File: src/inc/pirqb_pkg.sv
// Package for the peripheral interrupt flag and enable bank.
// Assumes a 32-bit AHB-Lite slave port and single-clock peripheral event sources.
package pirqb_pkg;

    // Register byte addresses on the bus
    localparam logic [7:0] PIRQB_OFF_FLAGS3 = 8'h00;
    localparam logic [7:0] PIRQB_OFF_EN1 = 8'h04;
    localparam logic [7:0] PIRQB_OFF_EN2 = 8'h08;
    localparam logic [7:0] PIRQB_OFF_EN3 = 8'h0c;
    localparam logic [7:0] PIRQB_OFF_STATUS = 8'h10;

    // Flag bit positions in peripheral_flags_3
    localparam int PIRQB_B_SERIAL2_DONE = 7;
    localparam int PIRQB_B_SERIAL2_COLL = 6;
    localparam int PIRQB_B_UART2_RX = 5;
    localparam int PIRQB_B_UART2_TX = 4;
    localparam int PIRQB_B_TIMER4 = 3;
    localparam int PIRQB_B_CAPCMP5 = 2;
    localparam int PIRQB_B_CAPCMP3 = 0;

    // Bits software may write; unimplemented and read-only bits stay out
    localparam logic [7:0] PIRQB_FLAGS3_WMASK = 8'hcf;
    localparam logic [7:0] PIRQB_EN1_WMASK = 8'hff;
    localparam logic [7:0] PIRQB_EN2_WMASK = 8'hdf;
    localparam logic [7:0] PIRQB_EN3_WMASK = 8'hff;

    // Power-on values
    localparam logic [7:0] PIRQB_FLAGS3_RST = 8'h00;
    localparam logic [7:0] PIRQB_EN_RST = 8'h00;

    // AHB-Lite encodings
    localparam logic [1:0] PIRQB_HTRANS_NONSEQ = 2'h2;
    localparam logic PIRQB_HRESP_OKAY = 1'h0;

    // Event strobes from the peripherals, one cycle each, plus the capture/compare PWM mode levels
    typedef struct packed {
        logic serial2_done;
        logic serial2_collision;
        logic timer4_match;
        logic [2:0] capcmp_event;
        logic [2:0] capcmp_pwm;
    } pirqb_events_t;

    // Level indications of the second UART buffers
    typedef struct packed {
        logic uart2_rx_full;
        logic uart2_tx_empty;
    } pirqb_uart_t;

    // Control levels from the core's interrupt logic
    typedef struct packed {
        logic peripheral_group_enable;
        logic priority_scheme_enable;
    } pirqb_core_ctl_t;

    // Requests handed to the core
    typedef struct packed {
        logic periph_req;
        logic periph_req_high;
        logic periph_req_low;
    } pirqb_req_t;

    // Whole state of the bank
    typedef struct packed {
        logic [7:0] peripheral_flags_3;
        logic [7:0] peripheral_enables_1;
        logic [7:0] peripheral_enables_2;
        logic [7:0] peripheral_enables_3;
        logic wr_pend;
        logic [7:0] wr_addr;
        logic [31:0] hrdata;
        pirqb_req_t req;
    } pirqb_state_t;

endpackage

File: src/rtl/pirqb_bank.sv
// Peripheral interrupt flag and enable bank with an AHB-Lite register port.
// Assumes event strobes, flag levels and core controls all come from mclk logic.
//
// Behaviour
// RULE_01: Serial unit 2 done flag, bit 7, sets on completion, software clears.
// RULE_02: Serial unit 2 collision flag, bit 6, sets on master collision, software clears.
// RULE_03: UART2 receive flag, bit 5, read-only, follows full receive buffer.
// RULE_04: UART2 transmit flag, bit 4, read-only, follows empty transmit buffer.
// RULE_05: Timer 4 match flag, bit 3, sets on period match, software clears.
// RULE_06: Capture/compare 5,4,3 flags, bits 2..0, set on capture, software clears.
// RULE_07: In compare mode each capture/compare flag sets on match, software clears.
// RULE_08: A capture/compare unit in PWM mode does not drive its flag.
// RULE_09: All flags and enable bits reset to zero.
// RULE_10: Without priority scheme, peripheral group enable is also needed to forward.
// RULE_11: One enable bit per source across three enable registers.
// RULE_12: Enable register 1 covers the eight first-group sources.
// RULE_13: Enable register 2 covers second-group sources; bit 5 unimplemented.
// RULE_14: Unimplemented bits ignore writes and read zero.
// RULE_15: Enable register 3 mirrors the third flag register layout.
// RULE_16: Enable one lets its flag request; zero blocks it.
// RULE_17: Priority bits matter only while the priority scheme is enabled.
// RULE_18: Flags set regardless of any enable, so software can poll.
// RULE_19: Software should clear a flag before enabling and after servicing.
// RULE_20: Request output high when any flag and its enable are both set; the code also needs priority_scheme_enable or peripheral_group_enable.
`timescale 1ns/1ps

module pirqb_bank (
    input wire logic mclk,
    input wire logic rst_b,
    input wire logic hsel,
    input wire logic [31:0] haddr,
    input wire logic [1:0] htrans,
    input wire logic hwrite,
    input wire logic [2:0] hsize,
    input wire logic [31:0] hwdata,
    input wire logic hready,
    output logic hreadyout,
    output logic hresp,
    output logic [31:0] hrdata,
    input wire pirqb_pkg::pirqb_events_t events,
    input wire pirqb_pkg::pirqb_uart_t uart2_status,
    input wire logic [7:0] peripheral_flags_1,
    input wire logic [7:0] peripheral_flags_2,
    input wire logic [7:0] priority_1,
    input wire logic [7:0] priority_2,
    input wire logic [7:0] priority_3,
    input wire pirqb_pkg::pirqb_core_ctl_t core_ctl,
    output pirqb_pkg::pirqb_req_t req,
    output logic [7:0] peripheral_flags_3
);

    // Reset release synchroniser; assertion stays asynchronous
    logic rst_meta_q;
    logic rst_sync_q;

    always_ff @(posedge mclk or negedge rst_b) begin
        if (!rst_b) begin
            rst_meta_q <= 1'b0;
            rst_sync_q <= 1'b0;
        end else begin
            rst_meta_q <= 1'b1;
            rst_sync_q <= rst_meta_q;
        end
    end

    // Any flag with its enable set; shared by all three request terms
    function automatic logic any_pending(
        input logic [7:0] f1,
        input logic [7:0] f2,
        input logic [7:0] f3,
        input logic [7:0] e1,
        input logic [7:0] e2,
        input logic [7:0] e3
    );
        any_pending = |(f1 & e1) | |(f2 & e2) | |(f3 & e3);
    endfunction

    // Merge a bus write into a register through its write mask
    function automatic logic [7:0] masked_write(
        input logic [7:0] cur,
        input logic [7:0] wdata,
        input logic [7:0] wmask
    );
        masked_write = (cur & ~wmask) | (wdata & wmask);
    endfunction

    pirqb_pkg::pirqb_state_t st_q;
    pirqb_pkg::pirqb_state_t st_d;

    logic addr_phase;
    logic [7:0] hw_set;
    logic [7:0] cc_fire;
    logic [7:0] wdat8;
    logic [7:0] f2_impl;
    logic pend_all;
    logic pend_high;
    logic pend_low;
    logic forward_ok;

    assign addr_phase = hsel & hready & (htrans == pirqb_pkg::PIRQB_HTRANS_NONSEQ);
    assign wdat8 = hwdata[7:0];

    always_comb begin
        st_d = st_q;

        // Capture/compare strobes count only outside PWM mode
        cc_fire = 8'h00;
        cc_fire[pirqb_pkg::PIRQB_B_CAPCMP5:pirqb_pkg::PIRQB_B_CAPCMP3] =
            events.capcmp_event & ~events.capcmp_pwm; // see RULE_06 see RULE_07 see RULE_08

        // Hardware set terms; no enable is consulted here
        hw_set = cc_fire; // see RULE_18
        hw_set[pirqb_pkg::PIRQB_B_SERIAL2_DONE] = events.serial2_done; // see RULE_01
        hw_set[pirqb_pkg::PIRQB_B_SERIAL2_COLL] = events.serial2_collision; // see RULE_02
        hw_set[pirqb_pkg::PIRQB_B_TIMER4] = events.timer4_match; // see RULE_05

        // Data phase of a write lands one cycle after its address phase
        if (st_q.wr_pend) begin
            unique case (st_q.wr_addr)
                pirqb_pkg::PIRQB_OFF_FLAGS3: begin
                    st_d.peripheral_flags_3 = masked_write(st_q.peripheral_flags_3, wdat8,
                        pirqb_pkg::PIRQB_FLAGS3_WMASK);
                end
                pirqb_pkg::PIRQB_OFF_EN1: begin
                    st_d.peripheral_enables_1 = masked_write(st_q.peripheral_enables_1, wdat8,
                        pirqb_pkg::PIRQB_EN1_WMASK); // see RULE_12
                end
                pirqb_pkg::PIRQB_OFF_EN2: begin
                    st_d.peripheral_enables_2 = masked_write(st_q.peripheral_enables_2, wdat8,
                        pirqb_pkg::PIRQB_EN2_WMASK); // see RULE_13 see RULE_14
                end
                pirqb_pkg::PIRQB_OFF_EN3: begin
                    st_d.peripheral_enables_3 = masked_write(st_q.peripheral_enables_3, wdat8,
                        pirqb_pkg::PIRQB_EN3_WMASK); // see RULE_15 see RULE_11
                end
                default: begin
                    // Unmapped or read-only address: write dropped
                end
            endcase
        end

        // A set arriving with a software clear wins
        st_d.peripheral_flags_3 = st_d.peripheral_flags_3 | hw_set; // see RULE_01 see RULE_02 see RULE_05

        // Buffer status bits track the UART, so reading or writing the buffer clears them
        st_d.peripheral_flags_3[pirqb_pkg::PIRQB_B_UART2_RX] = uart2_status.uart2_rx_full; // see RULE_03
        st_d.peripheral_flags_3[pirqb_pkg::PIRQB_B_UART2_TX] = uart2_status.uart2_tx_empty; // see RULE_04

        // Unimplemented second-group bit never contributes
        f2_impl = peripheral_flags_2 & pirqb_pkg::PIRQB_EN2_WMASK; // see RULE_14

        // Requests judged on the state about to be registered
        pend_all = any_pending(peripheral_flags_1, f2_impl, st_d.peripheral_flags_3,
            st_d.peripheral_enables_1, st_d.peripheral_enables_2,
            st_d.peripheral_enables_3); // see RULE_16 see RULE_20
        pend_high = any_pending(peripheral_flags_1 & priority_1, f2_impl & priority_2,
            st_d.peripheral_flags_3 & priority_3, st_d.peripheral_enables_1,
            st_d.peripheral_enables_2, st_d.peripheral_enables_3);
        pend_low = any_pending(peripheral_flags_1 & ~priority_1, f2_impl & ~priority_2,
            st_d.peripheral_flags_3 & ~priority_3, st_d.peripheral_enables_1,
            st_d.peripheral_enables_2, st_d.peripheral_enables_3);

        // Group enable gates everything unless priority levels are on
        forward_ok = core_ctl.priority_scheme_enable | core_ctl.peripheral_group_enable; // see RULE_10

        st_d.req.periph_req = pend_all & forward_ok; // see RULE_10 see RULE_20
        // Priority split is only meaningful with the scheme enabled
        st_d.req.periph_req_high = pend_high & core_ctl.priority_scheme_enable; // see RULE_17
        st_d.req.periph_req_low = pend_low & core_ctl.priority_scheme_enable; // see RULE_17

        // Address phase: latch writes, and answer reads from post-update state
        // so a read right behind a write sees the written value.
        st_d.wr_pend = addr_phase & hwrite;
        st_d.wr_addr = haddr[7:0];
        if (addr_phase && !hwrite) begin
            unique case (haddr[7:0])
                pirqb_pkg::PIRQB_OFF_FLAGS3: st_d.hrdata = {24'h000000, st_d.peripheral_flags_3};
                pirqb_pkg::PIRQB_OFF_EN1: st_d.hrdata = {24'h000000, st_d.peripheral_enables_1};
                pirqb_pkg::PIRQB_OFF_EN2: st_d.hrdata = {24'h000000, st_d.peripheral_enables_2};
                pirqb_pkg::PIRQB_OFF_EN3: st_d.hrdata = {24'h000000, st_d.peripheral_enables_3};
                pirqb_pkg::PIRQB_OFF_STATUS: st_d.hrdata = {29'h00000000, st_d.req};
                default: st_d.hrdata = 32'h00000000;
            endcase
        end else begin
            st_d.hrdata = 32'h00000000;
        end
    end

    always_ff @(posedge mclk or negedge rst_sync_q) begin
        if (!rst_sync_q) begin
            st_q.peripheral_flags_3 <= pirqb_pkg::PIRQB_FLAGS3_RST; // see RULE_09
            st_q.peripheral_enables_1 <= pirqb_pkg::PIRQB_EN_RST; // see RULE_09
            st_q.peripheral_enables_2 <= pirqb_pkg::PIRQB_EN_RST;
            st_q.peripheral_enables_3 <= pirqb_pkg::PIRQB_EN_RST;
            st_q.wr_pend <= 1'b0;
            st_q.wr_addr <= 8'h00;
            st_q.hrdata <= 32'h00000000;
            st_q.req <= 3'h0;
        end else begin
            st_q <= st_d;
        end
    end

    // Zero-wait slave: every transfer completes in one data-phase cycle
    assign hreadyout = 1'b1;
    assign hresp = pirqb_pkg::PIRQB_HRESP_OKAY;
    assign hrdata = st_q.hrdata;
    assign req = st_q.req;
    assign peripheral_flags_3 = st_q.peripheral_flags_3;

    // hsize unused: only whole-word transfers are expected
    logic unused_ok;
    assign unused_ok = &{1'b0, hsize, haddr[31:8], hwdata[31:8]};

endmodule // pirqb_bank

File: config.mk
export PLATFORM = sky130hd
export DESIGN_NAME = pirqb_bank
export DESIGN_NICKNAME = d
export VERILOG_FILES = /design/src/inc/pirqb_pkg.sv /design/src/rtl/pirqb_bank.sv
export SDC_FILE = /design/constraint.sdc
export NUM_CORES = 1
export LEC_CHECK = 0
export BUFFER_PORTS_ARGS = -buffer_cell sky130_fd_sc_hd__buf_4
export CORE_MARGIN = 8
export CORE_UTILIZATION = 48
export CTS_BUF_LIST = sky130_fd_sc_hd__clkbuf_8
export DETAILED_ROUTE_END_ITERATION = 12
export GPL_TIMING_DRIVEN = 0
export PLACE_DENSITY = 0.9
export SLEW_MARGIN = 20
export SYNTH_ARGS = -nofsm -noshare
export SYNTH_HDL_FRONTEND = slang
export SYNTH_SLANG_ARGS = --single-unit
File: constraint.sdc
create_clock -name mclk -period 1.9 [get_ports mclk]
set_clock_uncertainty 0.15 [all_clocks]
set_input_delay 0.095 -clock mclk [delete_from_list [all_inputs] [get_ports mclk]]
set_output_delay 0.095 -clock mclk [all_outputs]
set_load 0.05 [all_outputs]
==> out/qor.csv, run 1 <==
stage,metric,value,unit
clocking,clock_sinks,53,
logic_synthesis,yosys_warnings,0,
clocking,cts_buffer_depth,2,
timing,rsz0062_at_grt,yes,
critical_path,r2r-end,hrdata[0],
hold_path,hold_start,hwdata[5],
timing,period_needed,3.03,ns
pwr,clockPowerShare,27.5,%
outcome,status,"finished, violations left",
placement,place_ws,-1.62,ns
global_route,antenna_found_initial,0,
cells_and_area,diodes,0,
global_route,grt_pass1_vias,3851,
die,die-area,10300,µm²
pwr,seqPwrFrac,47.6,%
hold_path,min_delay_worst_endpoint,st_q[65],
pwr,power_switching,0.000755,W
routing,avgRoutedWirePerCell,19.7,µm
clocking,clk_pin_slew,0.09,ns
die,dieWidth,101,µm
critical_path,end_kind,flop,
placement,place_congestion,0.891,
timing,maxSlewHeadroom,39.3,%
critical_path,ff2ff_path_depth,7,
timing,finalSetupViolCount,27,
cells_and_area,final_common_cell,buf_4,
critical_path,r2r-start,st_q[35],
routing,postRouteAntennaNets,0,
cells_and_area,fin_area,5310,µm²
routing,wirelength,12700,µm
routing,dr.pass1.iters,7,
cells_and_area,final_layout_size_suffix_gt1_share,41.6,%
logic_synthesis,synth-main-ff-cell,dfrtp_1,
global_route,grt.total_usage,24.3,%
placement,placed_cell_area,4420,µm²
logic_synthesis,synth_area,3490,µm²
logic_synthesis,synth_edf_count,0,
critical_path,crit_top_cell,or4_4,
global_route,grt_max_degree,52,
logic_synthesis,ys_async_sr_fraction,100,%
die,ios,172,
cells_and_area,fin_cells,647,
placement,place_hpwl,9000,µm
global_route,grt-ovfl-total,0,
critical_path,cp_max_fo,6,
die,start_util,48.9,%
logic_synthesis,ys_types,51,
hold_path,hold_class,in -> reg,
clocking,cts_root_buf,clkbuf_8,
pwr,p_per_area,475,nW/µm²
run,maxCapViolations,0,
critical_path,r2r_slack,-1.13,ns
placement,io_buffers,91,
timing,worst_pin_slew,0.905,ns
routing,vias,3707,
pwr,peakVddDrop,0.000323,V
logic_synthesis,yosys_register_bits,53,
critical_path,crit_required,1.90,ns
pwr,leakage,2.40,nW
global_route,grt_pass1_wl,19400,µm
cells_and_area,mostFrequentLayoutCells,"147 x buf_4, 52 x dfrtp_1, 36 x nand2_1",
cells_and_area,synthToLayoutAreaGrowth,52.1,%
routing,drt-initial-drc-count,247,
clocking,worst_skew_pair.late_latency,0.31,ns
timing,max_freq,0.330,GHz
critical_path,crit_slowest_cell,or4_4,
critical_path,crit_type,reg -> reg,
critical_path,max_stage_delay,0.62,ns
timing,layout_setup_ws,-1.13,ns
outcome,failed_checks,"negative hold slack, negative setup slack",
hold_path,worstHoldPathCells,2,
critical_path,crit_arrival,3.04,ns
die,num_rows,31,
logic_synthesis,ys_seq_area_share,38.0,%
placement,place_inst,590,
clocking,cts_buffers,5,
critical_path,startpoint,st_q[35],
timing,whs,-0.0248,ns
logic_synthesis,syn_area_per_cell,9.31,µm²
critical_path,startpoint_type,flop,
timing,fin_crit_sh,160,%
routing,drc,0,
cells_and_area,final_net_count,674,
clocking,cts.hold.buffers_added,28,
die,coreArea,7140,µm²
timing,slew_viol_final,0,
routing,vias_per_cell,5.73,
timing,hold_viol,1,
clocking,cts_tree,yes,
die,die_h,101,µm
pwr,internal-power,0.00176,W
clocking,htreeDepth,2,
critical_path,cp_cell_sequence,or4_4 -> nor3_4 -> mux2_4 -> a32o_1 -> or4_4 -> nor4_4 -> o22ai_1,
logic_synthesis,syn-instance-count,375,
pwr,p_comb_share,24.9,%
pwr,netSwitchingFraction,30.0,%
## layout make-up
class,count,area [µm²]
inverters,16,60.1
flip-flops and latches,53,1330
repair buffers,143,1190
multi-input cells,274,2110
well taps,99,124
clock inverters,1,5.00
clock buffers,7,96.3
plain buffers,54,392
fillers,537,1830
## synth_stat cells (6+ instances only)
master	n	area share [%]
nand2_1	42	4.5
nor2_1	16	1.7
mux2i_1	18	5.2
buf_4	45	9.7
dfrtp_1	53	38
a21oi_1	10	1.4
nand2b_1	9	1.6
inv_1	16	1.7
mux2_2	16	5.2
clkbuf_1	9	0.97
a221oi_1	6	1.5
nand4_1	12	2.2
nand3_1	11	1.6
a31oi_1	7	1.3
nor2b_1	10	1.8
## metrics by stage
step	total power [W]	util, %	TNS [ns]	hold WS [ns]
finish	0.00252	74.4	-13.72	-0.0248
global route	0.00261	74.4	-15.19	-0.0451
CTS	0.00251	72.9	-15.35	-0.0457
detailed placement	0.00174	61.9	-22.03	-0.271
global placement	0.00174	61.9	-42.88	-0.273
floorplan	0.00153	-	-10.02	-0.351
## critical path: cells and delay by family (launching register included)
family | cells | cell delay, ns
AOI/OAI and AO/OA | 2 | 0.37
DFF | 1 | 0.41
muxes | 1 | 0.34
and+or+nand+nor | 4 | 1.62
## how the worst max path moves through the flow
stage | endpoint | slack (ns)
6_report | hrdata[0] | -1.13
4_1_cts | hrdata[0] | -1.18
2_1_floorplan | hrdata[0] | -1.11
3_3_place_gp | hrdata[0] | -1.55
3_5_place_dp | hrdata[0] | -1.62
5_1_grt | hrdata[0] | -1.20
## power by group through the flow
stage | combinational, W | clock, W | sequential [W]
final | 0.000626 | 0.000693 | 0.00120
after global routing | 0.000660 | 0.000748 | 0.00121
after CTS | 0.000601 | 0.000710 | 0.00120
after detailed placement | 0.000526 | 0 | 0.00122
after global placement | 0.000522 | 0 | 0.00121
after floorplan | 0.000322 | 0 | 0.00120
## sequential cells by signal, summed over array words and instances (netlist names)
name,count
st_q,32
hrdata,8
rst_meta_q,1
rst_sync_q,1
peripheral_flags_3,8
req,3
## per-layer routing
metal	vias to the layer above	wire length (µm)	track usage, %
met4	0	481	10.8
met3	45	1270	6.25
met1	1758	4710	27.3
li1	1671	-	-
met5	-	0	0
met2	233	6290	42.2
## kinds of logic after synthesis
group,Yosys count,share of synthesized area [%]
other cells,2,0.215
compound gates,82,18.2
simple gates,131,20.4
buf+inv,73,12.8
mux,34,10.3
flops,53,38.0
## timing repair
action,in CTS,in global routing
endpoints found under the setup margin,40,40
resized for setup,56,21
endpoints found under the hold margin,35,1
gates cloned,0,0
buffers inserted,19,6
pin swaps,21,11
(Power assumes the default switching activity.)
==> run 2, diff against run 1 <==
PLACE_DENSITY = 0.83   (was 0.9)
==> out/qor.csv, run 2 (same netlist as run 1, synthesis figures left out) <==
stage,metric,value,unit
outcome,status,"finished, violations left",
outcome,failed_checks,"negative hold slack, negative setup slack",
cells_and_area,final_common_cell,buf_4,
timing,max_freq,0.333,GHz
clocking,clk_pin_slew,0.10,ns
global_route,grt_pass1_wl,19700,µm
die,die-area,10300,µm²
timing,rsz0062_at_grt,yes,
timing,worst_pin_slew,0.930,ns
critical_path,startpoint_type,flop,
routing,drt-initial-drc-count,390,
run,maxCapViolations,0,
clocking,clock_sinks,53,
die,coreArea,7140,µm²
global_route,grt.total_usage,24.8,%
critical_path,crit_arrival,3.02,ns
timing,finalSetupViolCount,30,
clocking,worst_skew_pair.late_latency,0.31,ns
placement,placed_cell_area,4440,µm²
pwr,p_per_area,466,nW/µm²
hold_path,hold_class,in -> reg,
die,die_h,101,µm
clocking,cts_tree,yes,
cells_and_area,largest_register,st_q,
routing,avgRoutedWirePerCell,20.4,µm
critical_path,crit_type,reg -> reg,
pwr,leakage,2.43,nW
clocking,cts_buffers,5,
placement,place_ws,-1.53,ns
cells_and_area,fin_area,5350,µm²
cells_and_area,fillers,545,
critical_path,cp_max_fo,10,
cells_and_area,mostFrequentLayoutCells,"156 x buf_4, 52 x dfrtp_1, 40 x nand2_1",
global_route,grt_pass1_vias,3930,
placement,place_hpwl,9080,µm
hold_path,worstHoldPathCells,2,
clocking,cts_buffer_depth,2,
timing,slew_viol_final,0,
timing,maxSlewHeadroom,37.6,%
pwr,peakVddDrop,0.000333,V
routing,drc,0,
global_route,antenna_found_initial,0,
timing,fin_crit_sh,158,%
placement,place_congestion,0.950,
timing,setup_tns,-14.29,ns
timing,hold_viol,2,
clocking,cts_root_buf,clkbuf_8,
cells_and_area,diodes,0,
routing,wirelength,13400,µm
clocking,htreeDepth,2,
cells_and_area,final_layout_size_suffix_gt1_share,41.9,%
timing,period_needed,3.00,ns
global_route,grt-ovfl-total,0,
cells_and_area,largest_reg_flops,32,
clocking,cts.hold.buffers_added,27,
critical_path,end_kind,flop,
cells_and_area,synthToLayoutAreaGrowth,53.4,%
cells_and_area,reg_top3,"st_q: 32 flops, hrdata: 8 flops, peripheral_flags_3: 8 flops",
routing,vias,3773,
critical_path,crit_required,1.92,ns
die,num_rows,31,
global_route,grt_max_degree,32,
routing,dr.pass1.iters,5,
placement,io_buffers,91,
die,dieWidth,101,µm
critical_path,ff2ff_path_depth,8,
timing,layout_setup_ws,-1.10,ns
die,start_util,48.9,%
cells_and_area,final_net_count,680,
timing,whs,-0.0642,ns
routing,vias_per_cell,5.78,
routing,postRouteAntennaNets,0,
die,ios,172,
[run 2: repair_timing]
| item | CTS | global route |
|---|---|---|
| endpoints found under the hold margin | 37 | 2 |
| gates resized for setup | 28 | 41 |
| setup buffers | 16 | 14 |
| endpoints found under the setup margin | 39 | 39 |
| pin swaps | 12 | 23 |
| gates cloned | 0 | 0 |
[run 2: per-layer routing]
metal  routed length, µm  share of wire (%)  GRT usage [%]
met4                 586                4.4           11.8
met5                   0                  0              0
met1                4940                 37           28.6
met3                1410                 11           7.42
met2                6410                 48           41.2
[run 2: critical path, cell delays in order (launching register included)]
cell and delay, ns:
dfrtp_1 0.41, or4_4 0.62, buf_4 0.18, buf_8 0.15
o31ai_4 0.28, nand2_1 0.12, mux2_2 0.29, a222oi_1 0.50
o22ai_1 0.15
[run 2: where the power goes]
part | internal [W] | switching, W
logic | 0.000284 | 0.000366
registers | 0.00115 | 0.0000338
clock network | 0.000262 | 0.000393
[run 2: layout make-up]
| class | instances | area [µm²] | share of cell area (%) |
|---|---|---|---|
| Sequential cell | 53 | 1330 | 24.8 |
| Multi-Input combinational cell | 274 | 2100 | 39.3 |
| Tap cell | 99 | 124 | 2.31 |
| Timing Repair Buffer | 149 | 1260 | 23.5 |
| Clock inverter | 3 | 21.3 | 0.397 |
| Buffer | 54 | 389 | 7.27 |
| Clock buffer | 5 | 68.8 | 1.29 |
| Inverter | 16 | 60.1 | 1.12 |
[run 2: worst paths after layout]
check	from	to	slack (ns)
worst max-delay path	st_q[36]	hrdata[0]	-1.10
worst min-delay path	hwdata[5]	st_q[65]	-0.06
worst max register to register	st_q[36]	hrdata[0]	-1.10
worst min register to register	rst_sync_q	peripheral_flags_3[4]	0.11
max in group asynchronous	rst_sync_q	st_q[51]	0.94
min in group asynchronous	rst_sync_q	peripheral_flags_3[4]	0.11
[run 2: per-stage QoR]
step                      total power [W]  utilization (%)  instances
after CTS                         0.00246             71.1        641
after global placement            0.00174             61.9        590
after global routing              0.00259             75.0        653
final                             0.00249             75.0        653
after floorplan                   0.00153                -        400
after detailed placement          0.00175             62.2        591
==> run 3, diff against run 2 <==
REMOVE_ABC_BUFFERS = 1   (was default)
==> out/qor.csv, run 3 (same netlist as run 1, synthesis figures left out) <==
stage,metric,value,unit
die,start_util,48.9,%
timing,layout_setup_ws,-1.26,ns
placement,place_inst,535,
routing,dr.pass1.iters,7,
cells_and_area,diodes,0,
cells_and_area,fin_area,4970,µm²
routing,vias,3655,
run,maxCapViolations,0,
placement,placed_cell_area,4030,µm²
cells_and_area,fin_util,69.7,%
die,coreArea,7140,µm²
routing,avgRoutedWirePerCell,20.8,µm
cells_and_area,fin_cells,605,
timing,rsz0062_at_grt,yes,
timing,fin_crit_sh,166,%
die,num_rows,31,
routing,drt-initial-drc-count,408,
die,die_h,101,µm
clocking,cts_buffer_depth,2,
global_route,grt_pass1_wl,18600,µm
pwr,leakage,2.19,nW
timing,setup_tns,-15.18,ns
clocking,cts_tree,yes,
placement,io_buffers,92,
clocking,worst_skew_pair.late_latency,0.32,ns
routing,drc,0,
timing,maxSlewHeadroom,54.1,%
cells_and_area,largest_register,st_q,
timing,finalSetupViolCount,29,
critical_path,crit_required,1.93,ns
cells_and_area,fillers,531,
timing,whs,-0.0666,ns
global_route,grt_pass1_vias,3622,
routing,vias_per_cell,6.04,
outcome,status,"finished, violations left",
timing,period_needed,3.16,ns
critical_path,crit_type,reg -> reg,
cells_and_area,multi_input_area,2040,µm²
global_route,antenna_found_initial,0,
routing,wirelength,12600,µm
global_route,grt-ovfl-total,0,
cells_and_area,mostFrequentLayoutCells,"112 x buf_4, 52 x dfrtp_1, 39 x nand2_1",
cells_and_area,final_net_count,632,
hold_path,hold_class,in -> reg,
clocking,clk_pin_slew,0.11,ns
pwr,p_per_area,525,nW/µm²
global_route,grt.total_usage,23.4,%
die,ios,172,
critical_path,cp_max_fo,6,
cells_and_area,largest_reg_flops,32,
cells_and_area,final_layout_size_suffix_gt1_share,36.2,%
timing,max_freq,0.316,GHz
die,die-area,10300,µm²
cells_and_area,ff_latch_area,1330,µm²
clocking,cts_buffers,5,
critical_path,crit_arrival,3.19,ns
critical_path,startpoint_type,flop,
cells_and_area,reg_top3,"st_q: 32 flops, hrdata: 8 flops, peripheral_flags_3: 8 flops",
placement,place_hpwl,8470,µm
pwr,peakVddDrop,0.000365,V
clocking,htreeDepth,2,
cells_and_area,final_common_cell,buf_4,
clocking,cts_root_buf,clkbuf_8,
die,dieWidth,101,µm
timing,hold_viol,1,
cells_and_area,synthToLayoutAreaGrowth,42.5,%
critical_path,end_kind,flop,
outcome,failed_checks,"negative hold slack, negative setup slack",
timing,slew_viol_final,0,
clocking,clock_sinks,53,
routing,postRouteAntennaNets,0,
timing,worst_pin_slew,0.689,ns
placement,place_congestion,0.996,
global_route,grt_max_degree,52,
## run 3: cell count changes in the layout (fill, tap and decap cells not counted), sizes merged
| cell | before | now |
|---|---|---|
| or4 | 3 | 4 |
| dlygate4sd3 | 27 | 30 |
| clkinvlp | 1 | 0 |
| clkbuf | 11 | 5 |
| bufinv | 0 | 1 |
| clkinv | 1 | 0 |
| inv | 17 | 18 |
| buf | 170 | 124 |
## run 3: timing repair
action,in CTS,in global routing
hold buffers,27,3
pin swaps,19,15
setup endpoints to repair,40,40
cloned,1,0
endpoints found under the hold margin,36,4
setup buffers,19,13
resized for setup,30,29
## run 3: per-stage QoR
stage,worst slack (ns),total power (W)
2_1_floorplan,-1.49,0.00147
3_3_place_gp,-2.48,0.00168
3_5_place_dp,-2.11,0.00169
4_1_cts,-1.17,0.00258
5_1_grt,-1.33,0.00269
6_report,-1.26,0.00261
## run 3: area by class of cell
type	count	share of cell area (%)
multi-input cells	275	41.1
clock inverters	3	0.956
well taps	99	2.49
clock buffers	5	1.38
repair buffers	154	26.1
flip-flops and latches	53	26.8
inverters	16	1.21
## run 3: worst max-delay path, stage by stage, from the launching register on
cell	delay [ns]
dfrtp_1	0.39
or4_4	0.64
buf_12	0.17
nor3_4	0.26
mux2i_1	0.33
nand4_1	0.15
or4_4	0.54
nor4_4	0.26
o22ai_1	0.13
## run 3: layer usage
metal | part of all wire (%) | track usage [%] | up-vias
met4 | 3.8 | 10.3 | 0
met1 | 37 | 27.4 | 1749
met5 | 0 | 0 | -
li1 | - | - | 1591
met3 | 11 | 6.46 | 50
met2 | 48 | 39.1 | 265
## run 3: final timing paths
path                                  from          to  slack [ns]  depth (start not counted)
worst max-delay path              st_q[36]   hrdata[0]       -1.26                          8
worst max register to register    st_q[36]   hrdata[0]       -1.26                          8
worst min-delay path             hwdata[5]    st_q[65]       -0.07                          2
worst min register to register  rst_meta_q  rst_sync_q        0.21                          0
max in group asynchronous       rst_sync_q    st_q[66]        0.92                          0
min in group asynchronous       rst_sync_q    st_q[56]        0.23                          0
## run 3: power breakdown
part	leakage [nW]	switching (W)	internal (W)
clock network	0.0591	0.000426	0.000403
registers	0.612	0.0000455	0.00116
logic	1.52	0.000340	0.000241
